**config.mk**
```make
export PLATFORM = sky130hd
export DESIGN_NAME = tmr_out_regs
export DESIGN_NICKNAME = d
export VERILOG_FILES = /design/src/tmr_pkg.sv /design/src/tmr_evt_if.sv /design/src/tmr_out_regs.sv /design/src/tmr_evt_flag.sv
export SDC_FILE = /design/constraint.sdc
export NUM_CORES = 1
export LEC_CHECK = 0
export BUFFER_PORTS_ARGS = -buffer_cell sky130_fd_sc_hd__buf_2
export CAP_MARGIN = 20
export CORE_MARGIN = 3
export CORE_UTILIZATION = 45
export DETAILED_ROUTE_END_ITERATION = 7
export PLACE_DENSITY = 0.88
export SLEW_MARGIN = 20
export SYNTH_ARGS = -nofsm -noshare
export SYNTH_HDL_FRONTEND = slang
export SYNTH_HIERARCHICAL = 1
export SYNTH_SLANG_ARGS = --single-unit
```
**constraint.sdc**
```tcl
create_clock -name pclk -period 1.95 [get_ports pclk]
set_clock_uncertainty 0.2 [all_clocks]
set_input_delay 0.195 -clock pclk [delete_from_list [all_inputs] [get_ports pclk]]
set_output_delay 0.195 -clock pclk [all_outputs]
set_load 0.02 [all_outputs]
```
**src/tmr_pkg.sv**
```systemverilog
// constants for the timer output routing and byte register block
package tmr_pkg;

    // ************************************************************
    // register indices (byte address = 4 * index)
    // ************************************************************
    localparam logic [5:0] TMR_IDX_CONTROL_A = 6'h00;
    localparam logic [5:0] TMR_IDX_COUNT_UPPER = 6'h01;
    localparam logic [5:0] TMR_IDX_RELOAD_UPPER = 6'h02;
    localparam logic [5:0] TMR_IDX_CAPCOMP_UPPER = 6'h03;
    localparam logic [5:0] TMR_IDX_PORT_LATCH = 6'h04;
    localparam logic [5:0] TMR_IDX_MODE = 6'h05;
    localparam logic [5:0] TMR_IDX_IRQ_STATUS = 6'h06;
    localparam logic [5:0] TMR_IDX_IRQ_MASK = 6'h07;

    // ************************************************************
    // field positions
    // ************************************************************
    localparam int TMR_CTLA_IRQ_EN_BIT = 7;
    localparam int TMR_CTLA_OE0_BIT = 6;
    localparam int TMR_CTLA_POL0_BIT = 5;
    localparam int TMR_MODE_SPLIT_BIT = 0;
    localparam int TMR_MODE_OE1_BIT = 1;
    localparam int TMR_EVT_OVERFLOW_BIT = 0;
    localparam int TMR_EVT_CAPCOMP_BIT = 1;
    localparam int TMR_EVT_COUNT = 2;
    localparam int TMR_PORT_WIDTH = 7;
    localparam int TMR_PRIMARY_PIN_BIT = 0;
    localparam int TMR_COMPLEMENT_PIN_BIT = 1;

    // ************************************************************
    // reset values
    // ************************************************************
    localparam logic [7:0] TMR_CONTROL_A_RST = 8'h00;
    localparam logic [7:0] TMR_BYTE_RST = 8'h00;
    localparam logic [6:0] TMR_PORT_LATCH_RST = 7'h1F;
    localparam logic [1:0] TMR_MODE_RST = 2'h0;
    localparam logic [1:0] TMR_IRQ_MASK_RST = 2'h0;

    // ************************************************************
    // output enable field codes
    // ************************************************************
    typedef enum logic [1:0] {
        TMR_OE_NONE = 2'b00,
        TMR_OE_PRIMARY = 2'b01,
        TMR_OE_COMPLEMENT = 2'b10,
        TMR_OE_BOTH = 2'b11
    } tmr_oe_e;

endpackage

```
**src/tmr_evt_if.sv**
```systemverilog
// interface carrying one sticky event flag between its setter and owner
`timescale 1ns/1ps
interface tmr_evt_if;
    logic set;
    logic clr;
    logic flag;
    modport flag_side (input set, input clr, output flag);
    modport user_side (output set, output clr, input flag);
endinterface

```
**src/tmr_out_regs.sv**
```systemverilog
// timer output routing, upper byte registers and port output latch
//
// Notes on behaviour
// - 16-bit mode: field routes PWM to pins
// - split mode: bit0 puts upper PWM primary
// - split mode: bit1 puts lower PWM complement
// - field 00: both pins carry latch data
// - interrupt request only while local enable set
// - count upper byte RW, reset zero
// - reload upper byte RW, reset zero
// - capture/compare upper byte RW, reset zero
// - port latch resets to 1Fh
// - latch drives outputs, pull-ups on inputs
// - port read returns stored latch contents
// - direction change leaves latch unchanged
// - port latch bit 7 reads zero
// - mode bit 0 splits into 8-bit halves
// - polarity bit sets primary starting level
//
// Register access over APB was chosen for this implementation.
`timescale 1ns/1ps
module tmr_out_regs
    import tmr_pkg::*;
(
    input wire logic pclk,
    input wire logic presetn,
    input wire logic psel,
    input wire logic penable,
    input wire logic pwrite,
    input wire logic [7:0] paddr,
    input wire logic [31:0] pwdata,
    input wire logic [3:0] pstrb,
    output logic [31:0] prdata,
    output logic pready,
    output logic pslverr,
    input wire logic pwm16_wave,
    input wire logic pwm8_upper_wave,
    input wire logic pwm8_lower_wave,
    input wire logic overflow_event,
    input wire logic capcomp_event,
    input wire logic count_upper_update,
    input wire logic [7:0] count_upper_live,
    input wire logic capcomp_upper_update,
    input wire logic [7:0] capcomp_upper_live,
    input wire logic [6:0] port_dir,
    output logic [7:0] timer_control_a,
    output logic split_counter_mode,
    output logic [7:0] count_upper_half,
    output logic count_upper_load,
    output logic [7:0] reload_upper_byte,
    output logic [7:0] capcomp_upper_byte,
    output logic capcomp_upper_load,
    output logic [6:0] port_pin_out,
    output logic [6:0] port_pin_oe,
    output logic [6:0] port_pullup_en,
    output logic timer_irq
);

    // ************************************************************
    // apb decode
    // ************************************************************
    logic [5:0] reg_idx;
    logic addr_aligned;
    logic idx_mapped;
    logic mapped;
    logic setup_rd;
    logic wr_en;
    logic wr_ctla;
    logic wr_count;
    logic wr_reload;
    logic wr_capc;
    logic wr_port;
    logic wr_mode;
    logic wr_status;
    logic wr_mask;

    assign reg_idx = paddr[7:2];
    assign addr_aligned = (paddr[1:0] == 2'h0);
    assign idx_mapped = (reg_idx <= TMR_IDX_IRQ_MASK);
    assign mapped = addr_aligned & idx_mapped;
    assign setup_rd = psel & ~penable & ~pwrite;
    // only the low byte lane carries register data
    assign wr_en = psel & penable & pwrite & mapped & pstrb[0];
    assign wr_ctla = wr_en & (reg_idx == TMR_IDX_CONTROL_A);
    assign wr_count = wr_en & (reg_idx == TMR_IDX_COUNT_UPPER);
    assign wr_reload = wr_en & (reg_idx == TMR_IDX_RELOAD_UPPER);
    assign wr_capc = wr_en & (reg_idx == TMR_IDX_CAPCOMP_UPPER);
    assign wr_port = wr_en & (reg_idx == TMR_IDX_PORT_LATCH);
    assign wr_mode = wr_en & (reg_idx == TMR_IDX_MODE);
    assign wr_status = wr_en & (reg_idx == TMR_IDX_IRQ_STATUS);
    assign wr_mask = wr_en & (reg_idx == TMR_IDX_IRQ_MASK);

    // zero wait states; read data is snapshotted in the setup cycle
    assign pready = 1'b1;
    assign pslverr = psel & penable & ~mapped;

    // ************************************************************
    // registers
    // ************************************************************
    logic [7:0] ctla_reg;
    logic [7:0] count_reg;
    logic [7:0] count_next;
    logic count_load_reg;
    logic [7:0] reload_reg;
    logic [7:0] capc_reg;
    logic [7:0] capc_next;
    logic capc_load_reg;
    logic [6:0] port_reg;
    logic [1:0] mode_reg;
    logic [1:0] mask_reg;
    logic pol_held_reg;
    logic oe0_prev_reg;
    logic [31:0] prdata_reg;
    logic [31:0] prdata_next;

    // software load wins over an engine update in the same cycle
    assign count_next = wr_count ? pwdata[7:0] : (count_upper_update ? count_upper_live : count_reg);
    assign capc_next = wr_capc ? pwdata[7:0] : (capcomp_upper_update ? capcomp_upper_live : capc_reg);

    always_ff @(posedge pclk or negedge presetn) begin
        if (!presetn) begin
            ctla_reg <= TMR_CONTROL_A_RST;
            mode_reg <= TMR_MODE_RST;
            mask_reg <= TMR_IRQ_MASK_RST;
        end else begin
            if (wr_ctla) begin
                ctla_reg <= pwdata[7:0];
            end
            if (wr_mode) begin
                mode_reg <= pwdata[1:0];
            end
            if (wr_mask) begin
                mask_reg <= pwdata[1:0];
            end
        end
    end

    always_ff @(posedge pclk or negedge presetn) begin
        if (!presetn) begin
            count_reg <= TMR_BYTE_RST;
            reload_reg <= TMR_BYTE_RST;
            capc_reg <= TMR_BYTE_RST;
            count_load_reg <= 1'b0;
            capc_load_reg <= 1'b0;
        end else begin
            count_reg <= count_next;
            capc_reg <= capc_next;
            count_load_reg <= wr_count;
            capc_load_reg <= wr_capc;
            if (wr_reload) begin
                reload_reg <= pwdata[7:0];
            end
        end
    end

    always_ff @(posedge pclk or negedge presetn) begin
        if (!presetn) begin
            port_reg <= TMR_PORT_LATCH_RST;
        end else if (wr_port) begin
            port_reg <= pwdata[6:0];
        end
    end

    // ************************************************************
    // interrupt flags
    // ************************************************************
    tmr_evt_if ev_if[TMR_EVT_COUNT] ();
    logic [1:0] evt_in;
    logic [1:0] status_bits;

    assign evt_in[TMR_EVT_OVERFLOW_BIT] = overflow_event;
    assign evt_in[TMR_EVT_CAPCOMP_BIT] = capcomp_event;

    for (genvar g = 0; g < TMR_EVT_COUNT; g++) begin : g_evt
        assign ev_if[g].set = evt_in[g];
        assign ev_if[g].clr = wr_status & pwdata[g];
        assign status_bits[g] = ev_if[g].flag;
        tmr_evt_flag u_flag (
            .pclk(pclk),
            .presetn(presetn),
            .ev(ev_if[g])
        );
    end

    logic irq_local_en;
    assign irq_local_en = ctla_reg[TMR_CTLA_IRQ_EN_BIT];
    assign timer_irq = irq_local_en & (|(status_bits & mask_reg));

    // ************************************************************
    // read path
    // ************************************************************
    logic [7:0] rd_byte;

    always_comb begin
        rd_byte = 8'h00;
        unique case (reg_idx)
            TMR_IDX_CONTROL_A: rd_byte = ctla_reg;
            TMR_IDX_COUNT_UPPER: rd_byte = count_reg;
            TMR_IDX_RELOAD_UPPER: rd_byte = reload_reg;
            TMR_IDX_CAPCOMP_UPPER: rd_byte = capc_reg;
            TMR_IDX_PORT_LATCH: rd_byte = {1'b0, port_reg};
            TMR_IDX_MODE: rd_byte = {6'h00, mode_reg};
            TMR_IDX_IRQ_STATUS: rd_byte = {6'h00, status_bits};
            TMR_IDX_IRQ_MASK: rd_byte = {6'h00, mask_reg};
            default: rd_byte = 8'h00;
        endcase
    end

    assign prdata_next = (setup_rd & mapped) ? {24'h000000, rd_byte} : (setup_rd ? 32'h00000000 : prdata_reg);

    always_ff @(posedge pclk or negedge presetn) begin
        if (!presetn) begin
            prdata_reg <= 32'h00000000;
        end else begin
            prdata_reg <= prdata_next;
        end
    end

    // ************************************************************
    // output routing
    // ************************************************************
    tmr_oe_e oe_field;
    logic split_mode;
    logic oe0;
    logic primary_on;
    logic complement_on;
    logic primary_wave;
    logic complement_wave;
    logic primary_pol_wave;

    assign oe0 = ctla_reg[TMR_CTLA_OE0_BIT];
    assign oe_field = tmr_oe_e'({mode_reg[TMR_MODE_OE1_BIT], oe0});
    assign split_mode = mode_reg[TMR_MODE_SPLIT_BIT];

    // polarity only reaches the pin when the output is switched on
    always_ff @(posedge pclk or negedge presetn) begin
        if (!presetn) begin
            pol_held_reg <= 1'b0;
            oe0_prev_reg <= 1'b0;
        end else begin
            oe0_prev_reg <= oe0;
            if (oe0 & ~oe0_prev_reg) begin
                pol_held_reg <= ctla_reg[TMR_CTLA_POL0_BIT];
            end
        end
    end

    assign primary_on = (oe_field == TMR_OE_PRIMARY) | (oe_field == TMR_OE_BOTH);
    assign complement_on = (oe_field == TMR_OE_COMPLEMENT) | (oe_field == TMR_OE_BOTH);
    assign primary_wave = split_mode ? pwm8_upper_wave : pwm16_wave;
    assign complement_wave = split_mode ? pwm8_lower_wave : pwm16_wave;
    assign primary_pol_wave = primary_wave ^ pol_held_reg;

    always_comb begin
        port_pin_out = port_reg;
        port_pin_oe = port_dir;
        if (primary_on) begin
            port_pin_out[TMR_PRIMARY_PIN_BIT] = primary_pol_wave;
            port_pin_oe[TMR_PRIMARY_PIN_BIT] = 1'b1;
        end
        if (complement_on) begin
            port_pin_out[TMR_COMPLEMENT_PIN_BIT] = complement_wave;
            port_pin_oe[TMR_COMPLEMENT_PIN_BIT] = 1'b1;
        end
    end

    // latch bits switch pull-ups on inputs
    assign port_pullup_en = ~port_pin_oe & port_reg;

    assign prdata = prdata_reg;
    assign timer_control_a = ctla_reg;
    assign split_counter_mode = split_mode;
    assign count_upper_half = count_reg;
    assign count_upper_load = count_load_reg;
    assign reload_upper_byte = reload_reg;
    assign capcomp_upper_byte = capc_reg;
    assign capcomp_upper_load = capc_load_reg;
endmodule

```
**src/tmr_evt_flag.sv**
```systemverilog
// one sticky event flag, write-one-to-clear, set wins over clear
`timescale 1ns/1ps
module tmr_evt_flag
    import tmr_pkg::*;
(
    input wire logic pclk,
    input wire logic presetn,
    tmr_evt_if.flag_side ev
);

    logic flag_reg;
    logic flag_next;

    // an event in the clearing cycle must not be lost
    assign flag_next = ev.set | (flag_reg & ~ev.clr);
    assign ev.flag = flag_reg;

    always_ff @(posedge pclk or negedge presetn) begin
        if (!presetn) begin
            flag_reg <= 1'b0;
        end else begin
            flag_reg <= flag_next;
        end
    end
endmodule

```
; ---- After elaboration in Yosys (flattened, before gate mapping)
; Cells that the tools add are included.
[totals]
register_bits = 81
latch_bits = 0
ramBits = 0
romBits = 0
input_bits = 79
output_inout_bits = 91
elab_cells = 81
n_memories = 0
[op_classes]
addsub = 0
n_mul = 0
div_mod_pow = 0
order_cmp = 1
n_eq_ne = 10
shifts = 0
n_mux = 13
bitwise = 37
reduce_logical = 6
[ops]
columns = op, n
row1 = 32-bit 2-to-1 mux, 2
row2 = 8-bit one-hot mux with 8 select lines, 1
row3 = 8-bit 2-to-1 mux, 4
row4 = 6-bit by 3-bit == test with 1-bit output (second input constant), 4
row5 = 1-bit AND, 23
row6 = 6-bit by 2-bit == test with 1-bit output (second input constant), 2
row7 = 7-bit AND, 1
row8 = 7-bit NOT, 1
row9 = 6-bit by 1-bit == test with 1-bit output (second input constant), 1
row10 = 6-bit by 3-bit <= comparator with 1-bit output (second input constant), 1
row11 = 6-bit logical NOT, 1
row12 = 1-bit 2-to-1 mux, 6
row13 = 1-bit NOT, 6
row14 = 2-bit nonzero test, 3
row15 = 2-bit == test (second input constant), 2
row16 = 1-bit bitwise OR, 4
row17 = 2-bit AND, 1
row18 = 2-bit by 1-bit == test with 1-bit output (second input constant), 1
row19 = 2-bit logical NOT, 1
row20 = 2-bit OR reduction, 1
row21 = 1-bit XOR, 1

; ---- Depth between registers and ports, before layout
[logic_depth]
ltp_word = 9
depth_mapped = 8
depth_no_buf = 6

; ---- By module
; Netlist, hierarchy kept.
[by_module_without_submodules]
columns = mod, instances, cells_each, area_per_inst_um2
row1 = tmr_out_regs, 1, 276, 3111.7
row2 = tmr_evt_flag, 2, 3, 36.3

; ---- Least setup slack after synthesis
; Ideal clock, no wire load.
[synth_path]
path_type = input to register
start = input paddr[5]
end = register mode_reg[0]
setup_time_ns = 0.125
arrival_ns = 1.940
required_time_ns = 1.625
slack_ns = -0.315
path_stages = 6
n_path_buf = 2
path_cell_list = or3_4 or4_4 buf_6 buf_6 nor3_1 mux2_2
[synth_via]
elab_chain_len = 5
word_cells_on_any_way = 6
cone_classes = 1 x order compare / 1 x eq/ne / 4 x bitwise
[synth_lines]
columns = item, line
row1 = from (decl), tmr_out_regs.sv:30  ; input wire logic [7:0] paddr,
row2 = 6-bit by 3-bit <= comparator with 1-bit output, tmr_out_regs.sv:79  ; assign idx_mapped = (reg_idx <= TMR_IDX_IRQ_MASK);
row3 = 1-bit AND, tmr_out_regs.sv:80  ; assign mapped = addr_aligned & idx_mapped;
row4 = 1-bit AND (2 in series), tmr_out_regs.sv:83  ; assign wr_en = psel & penable & pwrite & mapped & pstrb[0];
row5 = 1-bit AND (*), tmr_out_regs.sv:89  ; assign wr_mode = wr_en & (reg_idx == TMR_IDX_MODE);
row6 = to (signal assigned), tmr_out_regs.sv:130  ; mode_reg <= pwdata[1:0];
row7 = to (decl), tmr_out_regs.sv:109  ; logic [1:0] mode_reg;
; Mark *: on every way between the ends. The rest lies on a longest branch, timed or not.
; A chain may end at the register's enable or synchronous reset.

; ---- Worst setup path in the final report
[layout_path]
start = input paddr[5]
end = register ctla_reg[2], in the netlist timer_control_a[2]
[layout_via]
elab_chain_len = 5
word_cells_on_any_way = 6
cone_classes = 1 x order compare / 4 x bitwise / 1 x reduce/logical
[layout_lines]
columns = item, line
row1 = 6-bit by 3-bit <= comparator with 1-bit output, tmr_out_regs.sv:79
row2 = 1-bit AND, tmr_out_regs.sv:80
row3 = 1-bit AND (2 in series), tmr_out_regs.sv:83
row4 = 1-bit AND (*), tmr_out_regs.sv:84  ; assign wr_ctla = wr_en & (reg_idx == TMR_IDX_CONTROL_A);
row5 = to (signal assigned), tmr_out_regs.sv:127  ; ctla_reg <= pwdata[7:0];
row6 = to (decl), tmr_out_regs.sv:100  ; logic [7:0] ctla_reg;
; Marked as above.

==> impl_metrics.env <==
export IMPL_tritoncts="built"
export IMPL_rsz0062_at_grt="yes"
export IMPL_crit_fanout=10
export IMPL_cap_violations=0
export IMPL_min_period_ns=1.98
export IMPL_r2r_setup_slack_ns=0.38
export IMPL_place_port_buffers=117
export IMPL_reg2regPathDepth=3
export IMPL_die_y_um=90.1
export IMPL_ios=170
export IMPL_synth_cell_area_um2=3180
export IMPL_clk_pin_slew_ns=0.07
export IMPL_r2r_end="prdata[4]"
export IMPL_seq_area_frac_synth_pct=45.0
export IMPL_fin_crit_sh_pct=101
export IMPL_start_kind="input pin"
export IMPL_cts_sinks=57
export IMPL_grt_overflow=0
export IMPL_clkLatencyLatePin_ns=0.34
export IMPL_area_growth_syn_to_layout_pct=41.1
export IMPL_drt_vias_per_instance=5.26
export IMPL_power_leakage_nw=2.27
export IMPL_antenna_found_initial=0
export IMPL_num_fill_cells=528
export IMPL_die_width_um=90.1
export IMPL_worstPathArrival_ns=2.00
export IMPL_tns_ns=-0.0916
export IMPL_setup_viol=7
export IMPL_final_util_pct=65.8
export IMPL_diodes=0
export IMPL_max_freq_mhz=506
export IMPL_design_core_area_um2=6830
export IMPL_grt_pass1_wl_mm=15.3
export IMPL_hold_viol_final=0
export IMPL_grt_pass1_vias=2900
export IMPL_drc=0
export IMPL_worst_setup_path_end_kind="flop"
export IMPL_endpoint="timer_control_a[2]"
export IMPL_rows=30
export IMPL_slew_violations=0
export IMPL_gp_congestion=0.832
export IMPL_synth_warnings=6
export IMPL_setup_ws_ns=-0.0262
export IMPL_r2r_start="capcomp_upper_byte[4]"
export IMPL_post_drt_wl_per_cell_um=17.8
export IMPL_dpl_instance_area_um2=4000
export IMPL_startpoint="paddr[5]"
export IMPL_numCtsBuffers=9
export IMPL_avgSynthCellArea_um2=11.3
export IMPL_hp_class="input pin to flop"
export IMPL_final_area_um2=4490
export IMPL_grt_max_degree=58
export IMPL_dieArea_um2=8120
export IMPL_ir_drop_mv=0.495
export IMPL_syn_inst=282
export IMPL_crit_required_ns=1.97
export IMPL_firstDrtPassIters=4
export IMPL_vias=2835
export IMPL_postRouteAntennaNets=0
export IMPL_status="complete, but fails checks"
export IMPL_routed_wl_mm=9.61
export IMPL_powerDensity_nw_per_um2=650
export IMPL_synth_seq_cells=57
export IMPL_cts_root_buf="clkbuf_8"
export IMPL_ys_types=45
export IMPL_clockBufferDepth=2
export IMPL_nNetsFinal=517
export IMPL_gr_usage_all_layers_pct=23.9
export IMPL_path_class="input pin to flop"
export IMPL_drtIter0Drc=132
export IMPL_cts_htree_levels=3
export IMPL_initial_core_util_pct=46.6
export IMPL_hpwl_mm=6.91
export IMPL_final_layout_size_suffix_gt1_share_pct=53.0
export IMPL_violations="setup timing"
export IMPL_power_mw=2.92
==> worst max-delay path, stage by stage <==
cell and delay [ns]:
buf_6 0.09, or3_4 0.38, or4_4 0.60, nor4_4 0.20
buf_4 0.19, mux2_2 0.34
==> synth_stat cells (all sizes together) <==
cell | n | area (um2)
o21ai | 1 | 5.00
a32o | 1 | 10.0
nand2 | 6 | 22.5
nand3b | 1 | 7.51
dfrtp | 52 | 1300
a32oi | 4 | 35.0
a311oi | 1 | 8.76
a21oi | 22 | 110
o311a | 1 | 10.0
nor4 | 18 | 128
a21o | 2 | 15.0
conb | 2 | 7.51
mux2 | 29 | 327
o22ai | 1 | 6.26
or3 | 4 | 30.0
xor2 | 1 | 8.76
a22oi | 2 | 15.0
nand2b | 3 | 18.8
mux4 | 6 | 135
nand4 | 1 | 6.26
mux2i | 22 | 220
or4 | 1 | 11.3
clkbuf | 10 | 37.5
inv | 8 | 30.0
dfstp | 5 | 131
or4b | 1 | 10.0
or3b | 1 | 8.76
o211ai | 1 | 7.51
o221ai | 1 | 8.76
nor3b | 2 | 15.0
buf | 44 | 323
nand3 | 4 | 20.0
or2 | 3 | 18.8
and2 | 2 | 12.5
nor3 | 4 | 36.3
nor2 | 5 | 18.8
a22o | 2 | 17.5
nor2b | 8 | 50.1
==> routing by layer <==
| layer | GRT usage [%] | up-vias | wire [um] |
|---|---|---|---|
| met5 | 0 | - | 0 |
| met1 | 28.4 | 1406 | 3950 |
| met2 | 40.4 | 137 | 4810 |
| li1 | - | 1269 | - |
| met4 | 10.3 | 0 | 237 |
| met3 | 6.53 | 23 | 615 |
==> cells by family (layout without fill, tap and decap cells) <==
family | after synthesis | in the layout | synth area share, %
simple gates | 64 | 64 | 13.0
buf+inv | 62 | 200 | 12.3
mux | 57 | 57 | 21.4
flops | 57 | 57 | 45.0
compound gates | 39 | 39 | 7.82
other cells | 2 | 25 | 0.236
xor+xnor | 1 | 1 | 0.275
==> layout make-up <==
type	count	area, um2	area share, %
well taps	96	120	2.67
clock buffers	11	131	2.92
multi-input cells	186	1590	35.3
inverters	8	30.0	0.669
flip-flops and latches	57	1430	31.9
repair buffers	176	1110	24.7
clock inverters	5	80.1	1.78
==> worst min-delay path by stage <==
stage              start                    end  slack (ns)  cells after the start
4_1_cts        pwdata[0]            port_reg[0]        0.03                      2
6_report       pwdata[1]            port_reg[1]        0.04                      2
5_1_grt        pwdata[0]            port_reg[0]        0.03                      2
3_5_place_dp     presetn           oe0_prev_reg        0.02                      2
3_3_place_gp     presetn           pol_held_reg        0.01                      2
2_1_floorplan    presetn  capcomp_upper_byte[0]       -0.30                      0
==> cell usage in the layout (no fill, tap or decap), types with 3 or more instances in the layout <==
cell           synthesis  layout
a21oi_1               22       9
a21oi_2                0      13
a32oi_1                4       4
buf_2                  3     116
buf_4                 35      33
clkbuf_8               0       9
conb_1                 2      25
dfrtp_1               52      52
dfstp_2                5       5
dlygate4sd3_1          0      25
inv_1                  8       6
mux2_2                29      14
mux2_4                 0      15
mux2i_1               22      22
mux4_2                 6       6
nand2_1                6       6
nand2b_1               3       3
nand3_1                4       4
nor2_1                 5       5
nor2b_1                8       7
nor4_1                17      15
or2_2                  3       3
or3_1                  3       3
==> where the power goes <==
part / internal (mW) / leakage (nW) / switching [mW]
Combinational: 0.198 / 1.44 / 0.278
Sequential: 1.22 / 0.731 / 0.0311
Clock: 0.718 / 0.0995 / 0.475
==> through the flow <==
step,setup slack [ns],hold WS [ns],instances
2_1_floorplan,-0.289,-0.301,305
3_3_place_gp,-0.358,0.0147,497
3_5_place_dp,-0.371,0.0192,497
4_1_cts,-0.0319,0.0274,538
5_1_grt,-0.0303,0.0325,539
6_report,-0.0262,0.0427,539
==> repair_timing <==
action	in CTS	in global routing
hold buffers	25	0
hold endpoints to repair	91	0
setup endpoints to repair	7	24
resized for setup	0	6
buffers inserted	0	1
Power figures use the tool's default switching activity.
